<file path="src/logic/flow_defines.svh">
// Offsets, field positions and the control reset value of the list flow control block
`ifndef FLOW_DEFINES_SVH
`define FLOW_DEFINES_SVH
// ========================================
// Register byte offsets
`define OFS_CTRL 8'h00
`define OFS_FLOW 8'h04
`define OFS_ERR 8'h08
`define OFS_CONV 8'h0C
`define OFS_IMD 8'h10
`define OFS_EOL 8'h14
`define OFS_IDX 8'h18
// ========================================
// Control register fields
`define CTRL_ENABLE 0
`define CTRL_TRIGGER_REQUEST_MODE 1
`define CTRL_CMD_BMOD 2
`define CTRL_RES_BMOD 3
`define CTRL_ACC_LO 4
`define CTRL_ACC_HI 5
`define CTRL_AUTO_RST 6
`define CTRL_WAIT_STOP 7
`define CTRL_RESET 8'h30
// ========================================
// Flow request bits
`define REQ_ABORT 0
`define REQ_TRIGGER_REQUEST 1
`define REQ_RESTART 2
`define REQ_LOAD_OK 3
// ========================================
// Error and event flag bits
`define ERR_ABORT_DONE 0
`define ERR_RESTART 1
`define ERR_LOAD_OK 2
`define ERR_RESTART_REQ 3
// ========================================
// Status bits inside the error register
`define STAT_BUSY 8
`define STAT_CMD_SEL 9
`define STAT_RES_SEL 10
`endif

</file>
<file path="src/logic/flow_pkg.sv">
// Types shared by the list flow control block
package flow_pkg;
  // ========================================
  // Conversion sequencing states
  typedef enum logic [2:0] {st_off, st_idle, st_arm, st_load, st_conv, st_abort} flow_state_type;
  // ========================================
  // Report from the converter when a command finished and its result is stored
  typedef struct packed {
    logic end_list;
    logic wrap_auto;
    logic end_seq;
    logic [3:0] flag_num;
  } conv_report_type;
  // ========================================
  // Result information: which lists and how far the result list was filled
  typedef struct packed {
    logic cmd_sel;
    logic res_sel;
    logic [7:0] index;
  } result_info_type;
endpackage

</file>
<file path="src/logic/sticky_flags.sv">
// Sticky flag bank: hardware sets, software clears, set wins over clear
`timescale 1ns/10ps
`default_nettype none
module sticky_flags #(
  parameter int W = 4
) (
  input wire logic clk_i,
  input wire logic rst_i,
  input wire logic ce_i,
  input wire logic [W-1:0] set_i,
  input wire logic [W-1:0] clr_i,
  output logic [W-1:0] q_o
);
  logic [W-1:0] flags_ff;
  // ========================================
  // Flag storage
  always_ff @(posedge clk_i)
  begin
    if (rst_i)
      flags_ff <= '0;
    else if (ce_i)
      flags_ff <= (flags_ff & ~clr_i) | set_i;
  end
  assign q_o = flags_ff;
endmodule
`default_nettype wire

</file>
<file path="src/logic/index_counter.sv">
// List index counter: cleared on restart, advanced per command or result
`timescale 1ns/10ps
`default_nettype none
module index_counter (
  input wire logic clk_i,
  input wire logic rst_i,
  input wire logic ce_i,
  input wire logic clr_i,
  input wire logic inc_i,
  output logic [7:0] q_o
);
  logic [7:0] count_ff;
  // ========================================
  // Counter, clear has priority
  always_ff @(posedge clk_i)
  begin
    if (rst_i)
      count_ff <= 8'h00;
    else if (ce_i)
    begin
      if (clr_i)
        count_ff <= 8'h00;
      else if (inc_i)
        count_ff <= count_ff + 8'h01;
    end
  end
  assign q_o = count_ff;
endmodule
`default_nettype wire

</file>
<file path="src/logic/list_flow_control.sv">
// List flow control of the converter with a classic Wishbone register slave
//
// Notes on behaviour
// - With both lists double buffered, every list end or abort swaps results.
// - At list end the command list swaps only via load-ok with restart.
// - Result info registers update whenever a conversion or end flag sets.
// - After last command stored, set end flag and update end info.
// - Two-bit field selects bus, internal interface, or both as request source.
// - Trigger and restart modes; abort, trigger, restart, load-ok request bits.
// - Load-ok with restart then trigger starts from the second list.
// - Abort stops any sequence; its bit clears once aborted and idle.
// - After abort, restart; restart bit clears, then trigger runs from top.
// - In trigger mode an idle restart alone restarts, trigger made automatically.
// - Restart with abort: abort then restart; restart mode raises neither error.
// - Restart with abort in trigger mode raises no restart error.
// - Restart, load-ok, abort together: abort, restart with swap, same suppression.
// - Lone restart while busy starts automatic abort and sets request error.
// - On swap restart clears restart and load-ok, then runs the new list.
// - Trigger mode restart with load-ok runs the new list, auto trigger.
// - Trigger mode wrapping list runs continuously after one restart.
// - Auto restart enabled resumes conversion in trigger mode on leaving stop or wait-stop.
// - Restart clears both indices, loads first command, clears restart, load-ok.
// - After list end: trigger mode waits for trigger unless wrap_auto, restart mode idles.
`timescale 1ns/10ps
`default_nettype none
`include "flow_defines.svh"
module list_flow_control (
  input wire logic clk_i,
  input wire logic rst_i,
  input wire logic ce_i,
  input wire logic wb_cyc_i,
  input wire logic wb_stb_i,
  input wire logic wb_we_i,
  input wire logic [7:0] wb_adr_i,
  input wire logic [3:0] wb_sel_i,
  input wire logic [31:0] wb_dat_i,
  output logic [31:0] wb_dat_o,
  output logic wb_ack_o,
  input wire logic [3:0] ifc_req_i,
  input wire logic conv_done_i,
  input wire flow_pkg::conv_report_type conv_report_i,
  input wire logic conv_idle_i,
  input wire logic stop_i,
  input wire logic wait_i,
  output logic conv_start_o,
  output logic conv_abort_o,
  output logic [7:0] command_index_o,
  output logic [7:0] result_index_o,
  output logic cmd_sel_o,
  output logic res_sel_o
);
  import flow_pkg::*;

  // ========================================
  // Declarations
  flow_state_type state_ff, nxt_state;
  logic [7:0] ctrl_ff;
  logic [3:0] req_ff;
  logic ack_ff, start_ff, cmd_sel_ff, res_sel_ff, lp_ff;
  logic [31:0] rd_ff, rd_mux;
  result_info_type imd_info_ff, eol_info_ff, cur_info;
  logic [3:0] bus_req, ifc_req, new_req, err_q, err_set, err_clr;
  logic [15:0] conv_q, conv_set, conv_clr, flag_onehot;
  logic bus_acc, wr_ctrl, wr_flow, wr_err, wr_conv;
  logic new_sequence_abort_request, new_restart_request, new_load_ok_request, new_trigger_request, auto_abort, busy, trigger_request_mode;
  logic lp_now, lp_exit, res_mode, cmd_mode, list_end, abort_done, idx_clr, swap_cmd;
  logic [7:0] cmd_idx, res_idx;

  // ========================================
  // Wishbone decode, one access per ack
  assign bus_acc = wb_cyc_i & wb_stb_i & ~ack_ff;
  assign wr_ctrl = bus_acc & wb_we_i & wb_sel_i[0] & (wb_adr_i == `OFS_CTRL);
  assign wr_flow = bus_acc & wb_we_i & wb_sel_i[0] & (wb_adr_i == `OFS_FLOW);
  assign wr_err = bus_acc & wb_we_i & wb_sel_i[0] & (wb_adr_i == `OFS_ERR);
  assign wr_conv = bus_acc & wb_we_i & (wb_adr_i == `OFS_CONV);
  assign trigger_request_mode = ctrl_ff[`CTRL_TRIGGER_REQUEST_MODE];
  assign cmd_mode = ctrl_ff[`CTRL_CMD_BMOD];
  assign res_mode = ctrl_ff[`CTRL_RES_BMOD];

  // Request sources gated by the access select field
  assign bus_req = (wr_flow && ctrl_ff[`CTRL_ACC_LO]) ? wb_dat_i[3:0] : 4'h0;
  assign ifc_req = ctrl_ff[`CTRL_ACC_HI] ? ifc_req_i : 4'h0;
  assign new_req = bus_req | ifc_req;

  // Low power: stop, or wait when wait-stop is enabled
  assign lp_now = stop_i | (wait_i & ctrl_ff[`CTRL_WAIT_STOP]);
  assign lp_exit = lp_ff & ~lp_now & ctrl_ff[`CTRL_AUTO_RST];

  assign new_sequence_abort_request = new_req[`REQ_ABORT];
  assign new_restart_request = new_req[`REQ_RESTART] | lp_exit;
  assign new_load_ok_request = new_req[`REQ_LOAD_OK];
  assign new_trigger_request = new_req[`REQ_TRIGGER_REQUEST];
  assign busy = (state_ff == st_conv) || (state_ff == st_abort);
  // Lone restart on a busy converter turns into an abort
  assign auto_abort = new_restart_request & ~new_sequence_abort_request & ~req_ff[`REQ_ABORT] & busy;

  // ========================================
  // Sequencing events
  assign list_end = (state_ff == st_conv) & ~req_ff[`REQ_ABORT] & conv_done_i & conv_report_i.end_list;
  assign abort_done = (state_ff == st_abort) & conv_idle_i;
  assign idx_clr = (state_ff == st_load) | list_end | abort_done;
  assign swap_cmd = (state_ff == st_load) & req_ff[`REQ_LOAD_OK] & cmd_mode;

  // ========================================
  // Control register and low power history
  always_ff @(posedge clk_i)
  begin
    if (rst_i)
    begin
      ctrl_ff <= `CTRL_RESET;
      lp_ff <= 1'b0;
    end
    else if (ce_i)
    begin
      lp_ff <= lp_now;
      if (wr_ctrl)
        ctrl_ff <= wb_dat_i[7:0];
    end
  end

  // ========================================
  // Flow request bits, cleared by the block when the action completes
  always_ff @(posedge clk_i)
  begin
    if (rst_i)
      req_ff <= 4'h0;
    else if (ce_i)
    begin
      if (abort_done)
        req_ff[`REQ_ABORT] <= 1'b0;
      else if (new_sequence_abort_request | auto_abort)
        req_ff[`REQ_ABORT] <= 1'b1;
      if (state_ff == st_load)
      begin
        req_ff[`REQ_RESTART] <= 1'b0;
        req_ff[`REQ_LOAD_OK] <= 1'b0;
      end
      else
      begin
        if (new_restart_request)
          req_ff[`REQ_RESTART] <= 1'b1;
        if (new_load_ok_request)
          req_ff[`REQ_LOAD_OK] <= 1'b1;
      end
      // Triggers count only while armed
      if (state_ff == st_arm)
        req_ff[`REQ_TRIGGER_REQUEST] <= new_trigger_request & ~req_ff[`REQ_TRIGGER_REQUEST];
      else
        req_ff[`REQ_TRIGGER_REQUEST] <= 1'b0;
    end
  end

  // ========================================
  // Conversion sequencer
  always_comb
  begin
    nxt_state = state_ff;
    unique case (state_ff)
      st_off:
        nxt_state = st_idle;
      st_idle, st_arm:
        if (req_ff[`REQ_ABORT])
          nxt_state = st_abort;
        else if (req_ff[`REQ_RESTART])
          nxt_state = st_load;
        else if (state_ff == st_arm && req_ff[`REQ_TRIGGER_REQUEST])
          nxt_state = st_conv;
      st_load:
        nxt_state = trigger_request_mode ? st_conv : st_arm;
      st_conv:
        if (req_ff[`REQ_ABORT])
          nxt_state = st_abort;
        else if (conv_done_i && conv_report_i.end_list)
        begin
          if (!trigger_request_mode)
            nxt_state = st_idle;
          else if (!conv_report_i.wrap_auto)
            nxt_state = st_arm;
        end
        else if (conv_done_i && conv_report_i.end_seq)
          nxt_state = st_arm;
      st_abort:
        if (conv_idle_i)
          nxt_state = st_idle;
      default:
        nxt_state = st_off;
    endcase
    if (!ctrl_ff[`CTRL_ENABLE] || lp_now)
      nxt_state = st_off;
  end

  always_ff @(posedge clk_i)
  begin
    if (rst_i)
      state_ff <= st_off;
    else if (ce_i)
      state_ff <= nxt_state;
  end

  // ========================================
  // Start pulse: first command after trigger, next command, or auto wrap
  always_ff @(posedge clk_i)
  begin
    if (rst_i)
      start_ff <= 1'b0;
    else if (ce_i)
    begin
      if (nxt_state != st_conv)
        start_ff <= 1'b0;
      else if (state_ff != st_conv)
        start_ff <= 1'b1;
      else
        start_ff <= conv_done_i;
    end
  end

  // ========================================
  // List buffer selects, toggled on each swap
  always_ff @(posedge clk_i)
  begin
    if (rst_i)
    begin
      cmd_sel_ff <= 1'b0;
      res_sel_ff <= 1'b0;
    end
    else if (ce_i)
    begin
      if (swap_cmd)
        cmd_sel_ff <= ~cmd_sel_ff;
      if (!cmd_mode)
        cmd_sel_ff <= 1'b0;
      if ((list_end | abort_done) & res_mode)
        res_sel_ff <= ~res_sel_ff;
      if (!res_mode)
        res_sel_ff <= 1'b0;
    end
  end

  // ========================================
  // Command and result indices
  index_counter cmd_counter (
    .clk_i(clk_i),
    .rst_i(rst_i),
    .ce_i(ce_i),
    .clr_i(idx_clr),
    .inc_i(state_ff == st_conv && conv_done_i),
    .q_o(cmd_idx)
  );

  index_counter res_counter (
    .clk_i(clk_i),
    .rst_i(rst_i),
    .ce_i(ce_i),
    .clr_i(idx_clr),
    .inc_i(state_ff == st_conv && conv_done_i),
    .q_o(res_idx)
  );

  // ========================================
  // Conversion flags: bit 0 is the end flag, 15..1 numbered flags
  always_comb
  begin
    flag_onehot = 16'h0000;
    flag_onehot[conv_report_i.flag_num] = 1'b1;
    conv_set = 16'h0000;
    if (state_ff == st_conv && !req_ff[`REQ_ABORT] && conv_done_i)
      conv_set = {flag_onehot[15:1], conv_report_i.end_list};
  end
  assign conv_clr = wr_conv ? {wb_sel_i[1] ? wb_dat_i[15:8] : 8'h00,
                               wb_sel_i[0] ? wb_dat_i[7:0] : 8'h00} : 16'h0000;

  sticky_flags #(.W(16)) conv_flags (
    .clk_i(clk_i),
    .rst_i(rst_i),
    .ce_i(ce_i),
    .set_i(conv_set),
    .clr_i(conv_clr),
    .q_o(conv_q)
  );

  // ========================================
  // Error flags with suppression for combined requests
  always_comb
  begin
    err_set = 4'h0;
    err_set[`ERR_ABORT_DONE] = abort_done;
    err_set[`ERR_RESTART] = new_restart_request & req_ff[`REQ_RESTART] & ~new_sequence_abort_request;
    err_set[`ERR_LOAD_OK] = new_load_ok_request & (~new_restart_request | req_ff[`REQ_LOAD_OK])
                            & ~(new_sequence_abort_request & new_restart_request & ~trigger_request_mode);
    err_set[`ERR_RESTART_REQ] = auto_abort;
  end
  assign err_clr = wr_err ? wb_dat_i[3:0] : 4'h0;

  sticky_flags #(.W(4)) err_flags (
    .clk_i(clk_i),
    .rst_i(rst_i),
    .ce_i(ce_i),
    .set_i(err_set),
    .clr_i(err_clr),
    .q_o(err_q)
  );

  // ========================================
  // Result information registers
  assign cur_info = '{cmd_sel: cmd_sel_ff, res_sel: res_sel_ff, index: res_idx + 8'h01};
  always_ff @(posedge clk_i)
  begin
    if (rst_i)
    begin
      imd_info_ff <= '0;
      eol_info_ff <= '0;
    end
    else if (ce_i)
    begin
      if (conv_set != 16'h0000)
        imd_info_ff <= cur_info;
      if (conv_set[0])
        eol_info_ff <= cur_info;
    end
  end

  // ========================================
  // Read mux; unmapped addresses read zero and still acknowledge
  always_comb
  begin
    rd_mux = 32'h0000_0000;
    unique case (wb_adr_i)
      `OFS_CTRL: rd_mux = {24'h00_0000, ctrl_ff};
      `OFS_FLOW: rd_mux = {28'h000_0000, req_ff};
      `OFS_ERR: rd_mux = {21'h0_0000, res_sel_ff, cmd_sel_ff, busy, 4'h0, err_q};
      `OFS_CONV: rd_mux = {16'h0000, conv_q};
      `OFS_IMD: rd_mux = {22'h0_0000, imd_info_ff};
      `OFS_EOL: rd_mux = {22'h0_0000, eol_info_ff};
      `OFS_IDX: rd_mux = {8'h00, res_idx, 8'h00, cmd_idx};
      default: rd_mux = 32'h0000_0000;
    endcase
  end

  // Registered ack and read data, one wait state
  always_ff @(posedge clk_i)
  begin
    if (rst_i)
    begin
      ack_ff <= 1'b0;
      rd_ff <= 32'h0000_0000;
    end
    else if (ce_i)
    begin
      ack_ff <= bus_acc;
      if (bus_acc)
        rd_ff <= rd_mux;
    end
  end

  // ========================================
  // Outputs
  assign wb_ack_o = ack_ff;
  assign wb_dat_o = rd_ff;
  assign conv_start_o = start_ff;
  assign conv_abort_o = (state_ff == st_abort);
  assign command_index_o = cmd_idx;
  assign result_index_o = res_idx;
  assign cmd_sel_o = cmd_sel_ff;
  assign res_sel_o = res_sel_ff;
endmodule
`default_nettype wire

</file>
<file path="config.mk">
export PLATFORM = sky130hd
export DESIGN_NAME = list_flow_control
export DESIGN_NICKNAME = d
export VERILOG_FILES = /design/src/logic/flow_pkg.sv /design/src/logic/sticky_flags.sv /design/src/logic/index_counter.sv /design/src/logic/list_flow_control.sv
export VERILOG_INCLUDE_DIRS = /design/src /design/src/logic
export SDC_FILE = /design/constraint.sdc
export NUM_CORES = 1
export LEC_CHECK = 0
export ABC_AREA = 1
export BUFFER_PORTS_ARGS = -buffer_cell sky130_fd_sc_hd__buf_4
export CAP_MARGIN = 40
export CORE_MARGIN = 2
export CORE_UTILIZATION = 54
export DETAILED_ROUTE_END_ITERATION = 7
export PLACE_DENSITY = 0.89
export SYNTH_ARGS = -nofsm -noshare
export SYNTH_HDL_FRONTEND = slang
export SYNTH_SLANG_ARGS = --single-unit
</file>
<file path="constraint.sdc">
create_clock -name clk_i -period 2 [get_ports clk_i]
set_input_delay 0.1 -clock clk_i [delete_from_list [all_inputs] [get_ports clk_i]]
set_output_delay 0.1 -clock clk_i [all_outputs]
set_load 0.01 [all_outputs]
</file>
## Yosys cells after proc, flatten, opt, wreduce, memory -nomap -nowiden

Cells that the tools add are included.

| storage, ports and cells | value |
|---|---|
| bits of input ports | 65 |
| word-level logic and storage cells | 161 |
| output and inout bits | 53 |
| register bits after elaboration | 108 |

| operators by class | value |
|---|---|
| reductions and logical operators | 30 |
| magnitude comparators | 2 |
| equal/unequal tests | 15 |
| muxes and demuxes | 38 |
| add/sub/neg operators | 2 |
| bitwise logic cells | 52 |

Operators with widths:

| operator | number |
|---|---|
| one-hot mux 24 bit (7 select lines) | 1 |
| two-way mux 8 bit | 6 |
| two-way mux 3 bit | 11 |
| two-way mux 16 bit | 2 |
| bitwise AND 1 bit | 28 |
| == test 8 x 5 -> 1 bit (second input constant) | 3 |
| AND reduction 2 bit | 10 |
| adder 8 x 1 -> 8 bit (second input constant) | 2 |
| bitwise AND 16 bit | 1 |
| == test 8 x 4 -> 1 bit (second input constant) | 2 |
| inverter 16 bit | 1 |
| bitwise OR 16 bit | 1 |
| nonzero test 16 bit | 1 |
| one-hot mux 3 bit (5 select lines) | 1 |
| two-way mux 1 bit | 12 |
| two-way mux 4 bit | 3 |
| inverter 1 bit | 10 |
| == test 8 x 3 -> 1 bit (second input constant) | 1 |
| logical AND 1 bit | 8 |
| zero test 8 bit | 1 |
| bitwise OR 4 bit | 2 |
| nonzero test 2 bit | 4 |
| bitwise OR 1 bit | 7 |
| == test 3 x 2 -> 1 bit (second input constant) | 2 |
| other kinds (14) | 19 |

## Longest topological paths before layout

Gate-level depths: netlist of the first run.

| depth | value |
|---|---|
| depth in word-level cells | 15 |
| mapped depth | 12 |
| depth with buffers taken out | 12 |

## Modules after synthesis

From an unflattened synthesis of the first run, not the netlist that was laid out.

| second synthesis, totals | value |
|---|---|
| cell total of the unflattened synthesis | 838 |
| area, all modules | 5427.7 um^2 |

By module, submodules not included:

| module | times used | cells an instance | area an instance (um^2) | sequential area each (um^2) |
|---|---|---|---|---|
| list_flow_control | 1 | 618 | 3871.2 | 1281.2 |
| index_counter | 2 | 57 | 392.9 | 160.2 |
| sticky_flags at conv_flags | 1 | 85 | 620.6 | 320.3 |
| sticky_flags at err_flags | 1 | 21 | 150.1 | 80.1 |

## Least setup slack after synthesis of the first run

No wires, ideal clock.

| timing | value |
|---|---|
| path type | register to register |
| start | reg state_ff[1] |
| end | reg imd_info_ff[0] (netlist name) |
| arrival time | 1.368 ns |
| stages on the path, launching flop included | 12 |
| setup time | 0.115 ns |
| required time | 1.885 ns |
| path slack | 0.517 ns |
| period minus slack after synthesis | 1.483 ns |
| buffers on the path | 2 |
| cells stage by stage | dfxtp_1 > inv_2 > nand4_2 > nor2_4 > buf_6 > o21ai_2 > nand2_1 > nor2_2 > nand2_4 > buf_6 > a21oi_1 > nor2_1 |

| on the way | value |
|---|---|
| cells in the longest elaborated chain, start to end | 6 |

RTL lines:

| item | RTL line | text |
|---|---|---|
| from (decl) | list_flow_control.sv:56 | `flow_state_type state_ff, nxt_state;` |
| from (signal assigned) | list_flow_control.sv:195 | `state_ff <= st_off;` |
| from (signal assigned) | list_flow_control.sv:197 | `state_ff <= nxt_state;` |
| == test 3 bit | list_flow_control.sv:266 | `` if (state_ff == st_conv && !req_ff[`REQ_ABORT] && conv_done_i) `` |
| logical AND 1 bit (2 in series) | list_flow_control.sv:266 |  |
| two-way mux 16 bit | list_flow_control.sv:266 |  |
| nonzero test 16 bit | list_flow_control.sv:315 | `if (conv_set != 16'h0000)` |
| AND reduction 2 bit (no line) | n/a |  |
| to (signal assigned) | list_flow_control.sv:316 | `imd_info_ff <= cur_info;` |
| to (decl) | list_flow_control.sv:61 | `result_info_type imd_info_ff, eol_info_ff, cur_info;` |

No other way between the ends.
A chain may end at the register's enable or synchronous reset.

## Worst setup path in the final report of the first run

| timing | value |
|---|---|
| start | reg state_ff[0] |
| end | reg imd_info_ff[2] (netlist name) |

Same word-level chain as after synthesis.

==> results of run 1 <==
-- synthesized netlist by cell type, drive strengths merged --
master     n
nand2    182
dfxtp    100
a21oi     94
nor2      81
o21ai     80
inv       70
nand3     68
buf       26
nand4     13
clkbuf    12
nor3       7
xor2       7
o211ai     5
ha         2
nand3b     2
o22ai      2
o2bb2ai    2
or2        2
a211oi     1
conb       1
nor4       1
o211a      1
xnor2      1
-- area by class of cell --
cell class	instances	area, µm²	share of cell area (%)
clock buffer	10	138	2.25
clock inverter	6	55.1	0.899
inverter	70	263	4.29
multi-input combinational	560	2670	43.7
sequential	100	2000	32.7
tap	111	139	2.27
timing repair buffer	113	851	13.9
-- stage by stage --
step / power (W) / area, µm² / worst slack [ns] / hold slack [ns]
after CTS: 0.00362 / 6080 / 0.115 / 0.000599
after global routing: 0.00375 / 6120 / 0.0294 / 0.0119
after global placement: 0.00238 / 5880 / 0.209 / 0.364
after detailed placement: 0.00238 / 5880 / 0.144 / 0.393
after floorplan: 0.00224 / 5130 / 0.517 / 0.243
final: 0.00362 / 6120 / 0.206 / 0.00176
-- power groups by stage --
stage	registers [W]	clock network, W	logic (W)
finish	0.00203	0.00128	0.000315
global route	0.00203	0.00137	0.000345
CTS	0.00203	0.00128	0.000308
detailed placement	0.00207	0	0.000304
global placement	0.00207	0	0.000302
floorplan	0.00208	0	0.000166
-- cell families after synthesis --
family	share of synthesized area [%]
buf+inv	9.38
flops	39.2
compound gates	18.9
fa+ha+maj	0.490
simple gates	30.6
other cells	0.0734
xor+xnor	1.37
-- worst max-delay path: cells and delay by family (launching register included) --
family          cells  cell delay, ns
simple gates        9            1.01
flops               1            0.36
buf+inv             2            0.32
compound gates      1            0.05
-- sequential cells by signal (all words and copies together), names as in the netlist --
name             count
req_ff               4
cmd_sel_o            1
eol_info_ff         10
conv_start_o         1
state_ff             3
err_flags.q_o        4
res_sel_o            1
lp_ff                1
imd_info_ff         10
wb_ack_o             1
conv_flags.q_o      16
ctrl_ff              8
res_counter.q_o      8
wb_dat_o            24
cmd_counter.q_o      8
-- how the worst max path moves through the flow --
stage / start / endpoint
final: state_ff[0]$_SDFFE_PP0P_ / imd_info_ff[2]$_SDFFE_PP0P_
after global routing: state_ff[0]$_SDFFE_PP0P_ / imd_info_ff[2]$_SDFFE_PP0P_
after CTS: state_ff[2]$_SDFFE_PP0P_ / eol_info_ff[6]$_SDFFE_PP0P_
after detailed placement: state_ff[2]$_SDFFE_PP0P_ / eol_info_ff[6]$_SDFFE_PP0P_
after global placement: state_ff[2]$_SDFFE_PP0P_ / imd_info_ff[2]$_SDFFE_PP0P_
after floorplan: state_ff[1]$_SDFFE_PP0P_ / imd_info_ff[0]$_SDFFE_PP0P_
-- metal layers --
layer	vias to the layer above	wire length, µm	part of all wire (%)
met5	-	0	0
li1	2683	-	-
met3	43	1330	9.2
met4	0	447	3.1
met1	2462	5950	41
met2	292	6740	47
-- repair_timing --
action | CTS | global route
buffers inserted | 0 | 3
gates resized for setup | 0 | 3
hold buffers | 1 | 0
hold endpoints to repair | 1 | 0
endpoints found under the setup margin | 0 | 12
==> metrics.txt, run 1 <==
CP Launch Type=flop; RSZ-0062 raised after global routing=no; Routed wire per std cell=14.9 µm; Reg2Reg Capture Point=imd_info_ff[2]$_SDFFE_PP0P_; sequential area share after synthesis=39.2%; Post-DP HPWL=10300 µm; Switch Pwr=0.000979 W; WS Path Type=reg -> reg; Clock Latency Late Sink=0.38 ns; critical path capture point type=flop; TritonCTS buffer count=9; layout cells sized above 1=18.2%; hold crit path type=in -> reg; WP data required=2.32 ns; nets@finish=921; die width=101 µm; largest net degree at the start of global routing=46; RePlAce Congestion=0.987; commonest cells after routing, fill and taps aside=nand2_1, buf_4, dfxtp_1, a21oi_1, o21ai_0; Root Buffer=clkbuf_8; met3 Usage GRT=5.11%; Max-cap violations=0; grt met1 use=36.6%; slowest stage cell, crit path=dfxtp_1; flops & latches, synth=100; maximum vdd drop=0.000394 V; ranking of synthesized cells by area=dfxtp_1, nand2_1, a21oi_1, o21ai_0, nand3_1; Hold Vio Cnt, Final=0; FILL cells=815; Mean Syn Cell Area=6.72 µm²; max_slew headroom=61.7%; status=complete, no violations; synthesized area=0.00511 mm²; combinational share of power=8.7%; initial antenna violation count=0; via count=5480; busiest grt layer=met2; CP dominant cell by count=nand2_1; critical path arrival=2.12 ns; Final Skew=0.00893 ns; Final setup viols=0; Distinct cells, synth=35; Syn. warnings=0; largest area contributor in the netlist=dfxtp_1; Max Fclk=557 MHz; final core utilization=66.6%; Sw Share=27.0%; vias per inst=5.65; CTS tree=yes; first-pass GRT wire length=22700 µm; PortBufs=91; Rows=35; Tot GR Track Use=27.8%; Sink Count=100; vias in the first global route=4932; Max Root-Sink Buffers=2; Pwr Density=592 mW/mm²; final worst path period need=1.79 ns; Initial Util=55.6%; crit share post-route=89.7%; Reg2Reg Depth=12; Max H-tree Level=3; Leak=2.62 nW; drt initial violations=452; GR Util met2=45.6%; total wire length=14500 µm; synth-to-layout area growth=19.8%; Hold Path End=conv_flags.q_o[15]$_SDFFE_PP0P_; most common cell after layout, fill and taps aside=nand2_1; Reg2Reg Setup Slack=0.21 ns; Worst R2R Start=state_ff[0]$_SDFFE_PP0P_; DR DRC count=0; clock-pin slew on the worst setup and hold paths=0.10 ns; clock network fraction of total power=35.3%; Pins Over Slew Limit=0; Die Y=101 µm; TritonRoute pass-1 iters=5; diodes inserted=0; worst path cell trace=inv_1 > nand4_4 > nor2_4 > buf_4 > o21ai_2 > nand2_1 > nor2_2 > nand2_4 > nand2_1 > nand2_1 > nand2_1 > nor2_1; post-route ant nets=0; HP Start=wb_dat_i[15]; Pint=0.00265 W; top cell type's share of synthesized area=39.2%; grt ovf=0; Mapped Cells=760; die area=0.0103 mm²; final setup TNS=0 ns; slowest stage delay, CP=0.36 ns; Layout Cells excl Fill=970; IO Count=118; hold path cells=4; core area=0.00920 mm²; placed cells=949; Critical Path Fanout Max=19; sequential power share=56.0%; Worst Tran Pin Value=0.570 ns
No activity file was read; power rests on OpenSTA's default activity.
==> run 2, diff against run 1 <==
CELL_PAD_IN_SITES_DETAIL_PLACEMENT = 1   (was unset)
CELL_PAD_IN_SITES_GLOBAL_PLACEMENT = 1   (was unset)
CORE_UTILIZATION = 38   (was 54)
==> metrics.txt, run 2 (synthesis results as in run 1) <==
status=complete, no violations; Die Y=120 µm (+18%); CTS Hold Bufs=0 (-1); Reg2Reg Capture Point=imd_info_ff[9]$_SDFFE_PP0P_; post-route ant nets=0 (unchanged); critical path arrival=2.07 ns (-0.05 ns); worst path cell trace=inv_2 > nand4_2 > nor2_4 > buf_12 > o21ai_0 > nand2_1 > nor2_2 > nand2_4 > buf_12 > a21oi_1 > nor2_1; CP Launch Type=flop; diodes inserted=0 (unchanged); Routed wire per std cell=17.4 µm (+16%); Pwr Density=687 mW/mm² (+16%); final core utilization=48.3% (-18 points); Hold Vio Cnt, Final=0 (unchanged); Pins Over Slew Limit=0 (unchanged); max reg flops=24 (unchanged); Reg2Reg Depth=11 (-1); core area=0.0132 mm² (+43%); Worst R2R Start=state_ff[1]$_SDFFE_PP0P_; maximum vdd drop=0.000482 V (+22%); Clock Latency Late Sink=0.36 ns (-0.02 ns); Worst Tran Pin Value=0.570 ns (+0.0000623 ns); Reg2Reg Setup Slack=0.19 ns (-0.02 ns); vias per inst=5.34 (-5.4%); TritonRoute pass-1 iters=5 (unchanged); TritonCTS buffer count=9 (unchanged); Initial Util=38.7% (-17 points); Tot GR Track Use=24.7% (-3.1 points); Max-cap violations=0 (unchanged); vias in the first global route=5432 (+10%); die width=120 µm (+18%); hold crit path type=in -> reg; drt initial violations=325 (-28%); final worst path period need=1.81 ns (+0.0159 ns); CP Launch Point=state_ff[1]$_SDFFE_PP0P_; DR DRC count=0 (unchanged); Max Root-Sink Buffers=2 (unchanged); WS Path Type=reg -> reg; CTS tree=yes; Final setup viols=0 (unchanged); WP data required=2.26 ns (-0.06 ns); Post-DP HPWL=13100 µm (+27%); PortBufs=91 (unchanged); Max Fclk=552 MHz (-0.88%); commonest cells after routing, fill and taps aside=nand2_1, buf_4, dfxtp_1, a21oi_1, o21ai_0; nets@finish=922 (+0.11%); Root Buffer=clkbuf_16; initial antenna violation count=0 (unchanged); total wire length=18000 µm (+24%); layout cells sized above 1=18.3% (+0.095 points); most common cell after layout, fill and taps aside=nand2_1; Critical Path Fanout Max=15 (-4); FILL cells=1716 (+110%); max_slew headroom=61.7% (about the same); largest net degree at the start of global routing=46 (unchanged); slowest stage cell, crit path=dfxtp_1; critical path capture point type=flop; die area=0.0144 mm² (+40%); PnR worst setup slack=0.190 ns (-0.0159 ns); final setup TNS=0 ns (unchanged); Leak=2.72 nW (+3.7%); RePlAce Congestion=0.899 (-9.0%); CP dominant cell by count=buf_12; Max H-tree Level=3 (unchanged); via count=5536 (+1.0%); placed cells=1018 (+7.3%); crit share post-route=90.5% (+0.80 points); synth-to-layout area growth=24.7%; pre-CTS WS=0.109 ns (-0.0350 ns); slowest stage delay, CP=0.46 ns (+0.10 ns); worst setup path endpoint=imd_info_ff[9]$_SDFFE_PP0P_; first-pass GRT wire length=28000 µm (+23%); Layout Cells excl Fill=1036 (+6.8%); IO Count=118 (unchanged); grt ovf=0 (unchanged); clock-pin slew on the worst setup and hold paths=0.07 ns (-0.03 ns); Rows=42 (+20%); Final Skew=0.00943 ns (+0.000497 ns); Sink Count=100 (unchanged)
[run 2: cell types whose count changed in the layout (fill, tap and decap cells not counted), sizes merged]
| cell | change |
|---|---|
| bufinv | +2 |
| clkinvlp | -2 |
| nor2 | -1 |
| buf | +3 |
| inv | -2 |
| clkbuf | +1 |
| clkinv | +1 |
| dlygate4sd3 | -1 |
[run 2: routing by layer]
| metal | up-vias | GRT usage (%) | wire length (µm) |
|---|---|---|---|
| li1 | 2673 | - | - |
| met1 | 2656 | 31.7 | 8010 |
| met2 | 173 | 41.6 | 8650 |
| met3 | 34 | 2.95 | 806 |
| met4 | 0 | 10.7 | 530 |
| met5 | - | 0 | 0 |
[run 2: stage by stage]
step | power [W] | area (µm²) | hold slack [ns]
floorplan | 0.00224 | 5130 | 0.243
global placement | 0.00239 | 5990 | 0.372
detailed placement | 0.00240 | 5990 | 0.385
CTS | 0.00440 | 6330 | 0.0292
global route | 0.00449 | 6370 | 0.0443
finish | 0.00438 | 6370 | 0.0334
[run 2: final cells by class]
type	count	area, µm²	share of cell area [%]
clock buffer	11	253	3.97
multi-input combinational	559	2650	41.7
inverter	70	263	4.13
sequential	100	2000	31.4
clock inverter	5	88.8	1.39
tap	176	220	3.46
timing repair buffer	115	888	13.9
[run 2: how the worst min path moves through the flow]
stage,slack [ns],to,cells past startpoint,startpoint
after floorplan,0.24,ctrl_ff[6]$_SDFFE_PP0P_,2,wb_dat_i[6]
after global placement,0.37,ctrl_ff[6]$_SDFFE_PP0P_,3,wb_dat_i[6]
after detailed placement,0.38,ctrl_ff[6]$_SDFFE_PP0P_,3,wb_dat_i[6]
after CTS,0.03,conv_flags.q_o[12]$_SDFFE_PP0P_,4,wb_dat_i[12]
after global routing,0.04,ctrl_ff[6]$_SDFFE_PP0P_,3,wb_dat_i[6]
final,0.03,conv_flags.q_o[12]$_SDFFE_PP0P_,4,wb_dat_i[12]
[run 2: worst max-delay path: cells and delay by family (launching register included)]
kind,cells,cell delay (ns)
buffers and inverters,3,0.40
AOI/OAI and AO/OA,2,0.23
and+or+nand+nor,6,0.62
DFF,1,0.46
[run 2: power by group]
| part | internal [W] | total [W] | leakage, nW | switching, W |
|---|---|---|---|---|
| clock | 0.00118 | 0.00202 | 0.168 | 0.000834 |
| combinational | 0.000124 | 0.000332 | 1.74 | 0.000208 |
| sequential | 0.00201 | 0.00203 | 0.808 | 0.0000185 |
[run 2: repair_timing]
item                       in CTS  in global routing
setup buffers                   0                  2
resized for setup               0                  0
setup endpoints to repair       0                 25
==> run 3, diff against run 2 <==
--- a/config.mk
+++ b/config.mk
@@ -13,3 +13,2 @@
 export CELL_PAD_IN_SITES_GLOBAL_PLACEMENT = 1
-export CORE_MARGIN = 2
 export CORE_UTILIZATION = 38
==> constraint.sdc (replaced) <==
create_clock -name clk_i -period 2 [get_ports clk_i]
set_input_delay 0.2 -clock clk_i [delete_from_list [all_inputs] [get_ports clk_i]]
set_output_delay 0.2 -clock clk_i [all_outputs]
set_load 0.01 [all_outputs]
==> metrics.txt, run 3 (synthesis results as in run 1) <==
register area=0.00200 mm² (about the same); vias per inst=5.32 (-0.46%); Pins Over Slew Limit=0 (unchanged); via count=5468 (-1.2%); critical path arrival=2.08 ns (about the same); Final Skew=0.00559 ns (-0.00383 ns); Max Fclk=561 MHz (+1.5%); slowest stage cell, crit path=dfxtp_1; final setup TNS=0 ns (unchanged); drt initial violations=370 (+14%); IO Count=118 (unchanged); max_slew headroom=62.8% (+1.1 points); status=complete, no violations; Rows=41 (-2.4%); Clock Latency Late Sink=0.35 ns (about the same); initial antenna violation count=0 (unchanged); Routed wire per std cell=16.8 µm (-3.1%); Tot GR Track Use=25.6% (+0.93 points); clock-pin slew on the worst setup and hold paths=0.07 ns (about the same); CP dominant cell by count=nand2_1; Critical Path Fanout Max=25 (+10); vias in the first global route=5542 (+2.0%); Leak=2.68 nW (-1.3%); DR DRC count=0 (unchanged); most common cell after layout, fill and taps aside=nand2_1; final core utilization=48.9% (+0.61 points); hold crit path type=in -> reg; Pwr Density=647 mW/mm² (-5.8%); CP Launch Type=flop; first-pass GRT wire length=28400 µm (+1.6%); maximum vdd drop=0.000505 V (+4.8%); Die Y=118 µm (-1.7%); Max-cap violations=0 (unchanged); max reg flops=24 (unchanged); Initial Util=39.7% (+0.94 points); CTS Hold Bufs=0 (unchanged); largest net degree at the start of global routing=46 (unchanged); commonest cells after routing, fill and taps aside=nand2_1, buf_4, dfxtp_1, a21oi_1, o21ai_0; Hold Vio Cnt, Final=0 (unchanged); slowest stage delay, CP=0.35 ns (-0.11 ns); TritonRoute pass-1 iters=5 (unchanged); Root Buffer=clkbuf_16; PortBufs=91 (unchanged); WS Path Type=reg -> reg; Post-DP HPWL=12700 µm (-3.2%); worst path cell trace=inv_2 > nand4_2 > nor2_4 > buf_12 > o21ai_0 > nand2_1 > nor2_2 > nand2_4 > nand2_1 > nand2_1 > nand2_1 > nor2_1; crit share post-route=89.2% (-1.3 points); TritonCTS buffer count=9 (unchanged); Multi-input gate area=0.00266 mm² (+0.28%); Sink Count=100 (unchanged); Worst Tran Pin Value=0.558 ns (-0.0118 ns); CTS tree=yes; nets@finish=919 (-0.33%); Crit path max-delay family=simple AND/OR/NAND/NOR gates; die width=118 µm (-1.7%); total wire length=17300 µm (-3.8%); Max H-tree Level=3 (unchanged); Final setup viols=0 (unchanged); critical path capture point type=flop; RSZ-0062 raised after global routing=no; Crit path buffers/inverters=2 (-1); RePlAce Congestion=0.872 (-2.9%); Max Root-Sink Buffers=2 (unchanged); die area=0.0139 mm² (-3.3%); grt ovf=0 (unchanged); final worst path period need=1.78 ns (-0.0262 ns); synth-to-layout area growth=23.2%; WP data required=2.29 ns (+0.03 ns); layout cells sized above 1=18.3% (+0.085 points); FILL cells=1702 (-0.82%); post-route ant nets=0 (unchanged); core area=0.0129 mm² (-2.4%); diodes inserted=0 (unchanged)
run 3: final cells by class:
type                       instances  share of cell area (%)
clock buffer                      12                    4.23
clock inverter                     3                   0.338
inverter                          70                    4.17
multi-input combinational        559                    42.3
sequential                       100                    31.8
tap                              172                    3.42
timing repair buffer             112                    13.8
run 3: layer usage:
| metal | part of all wire (%) | GRT usage [%] | vias to the layer above | wire, µm |
|---|---|---|---|---|
| li1 | - | - | 2686 | - |
| met1 | 45 | 32.6 | 2591 | 7810 |
| met2 | 47 | 42.5 | 158 | 8130 |
| met3 | 5.1 | 5.81 | 33 | 887 |
| met4 | 2.8 | 8.49 | 0 | 487 |
| met5 | 0 | 0 | - | 0 |
run 3: final timing paths:
path | from | end | slack (ns) | cells after the start
max | state_ff[0]$_SDFFE_PP0P_ | imd_info_ff[2]$_SDFFE_PP0P_ | 0.22 | 12
min | wb_dat_i[0] | ctrl_ff[0]$_SDFFE_PP0P_ | 0.13 | 3
max reg2reg | state_ff[0]$_SDFFE_PP0P_ | imd_info_ff[2]$_SDFFE_PP0P_ | 0.22 | 12
min reg2reg | eol_info_ff[3]$_SDFFE_PP0P_ | eol_info_ff[3]$_SDFFE_PP0P_ | 0.46 | 2
run 3: timing repair:
item,in CTS,in global routing
endpoints found under the setup margin,0,5
resized for setup,0,4
buffers inserted,0,0
run 3: worst reg2reg max path: cells and delay by family (launching register included):
family / cells / cell delay, ns
simple gates: 9 / 1.00
flops: 1 / 0.35
buf+inv: 2 / 0.27
compound gates: 1 / 0.11
run 3: per-stage QoR:
stage | hold WS, ns | instance area (µm²) | worst slack, ns | power, W | cells
final | 0.127 | 6300 | 0.216 | 0.00407 | 1028
after CTS | 0.122 | 6290 | 0.146 | 0.00410 | 1028
after floorplan | 0.343 | 5130 | 0.517 | 0.00224 | 767
after global placement | 0.433 | 6000 | 0.238 | 0.00239 | 1013
after global routing | 0.129 | 6300 | 0.0356 | 0.00421 | 1028
after detailed placement | 0.453 | 6000 | 0.164 | 0.00240 | 1013
run 3: power by group:
group          switching (W)  internal [W]
Sequential         0.0000173       0.00201
Combinational       0.000208      0.000123
Clock               0.000775      0.000940
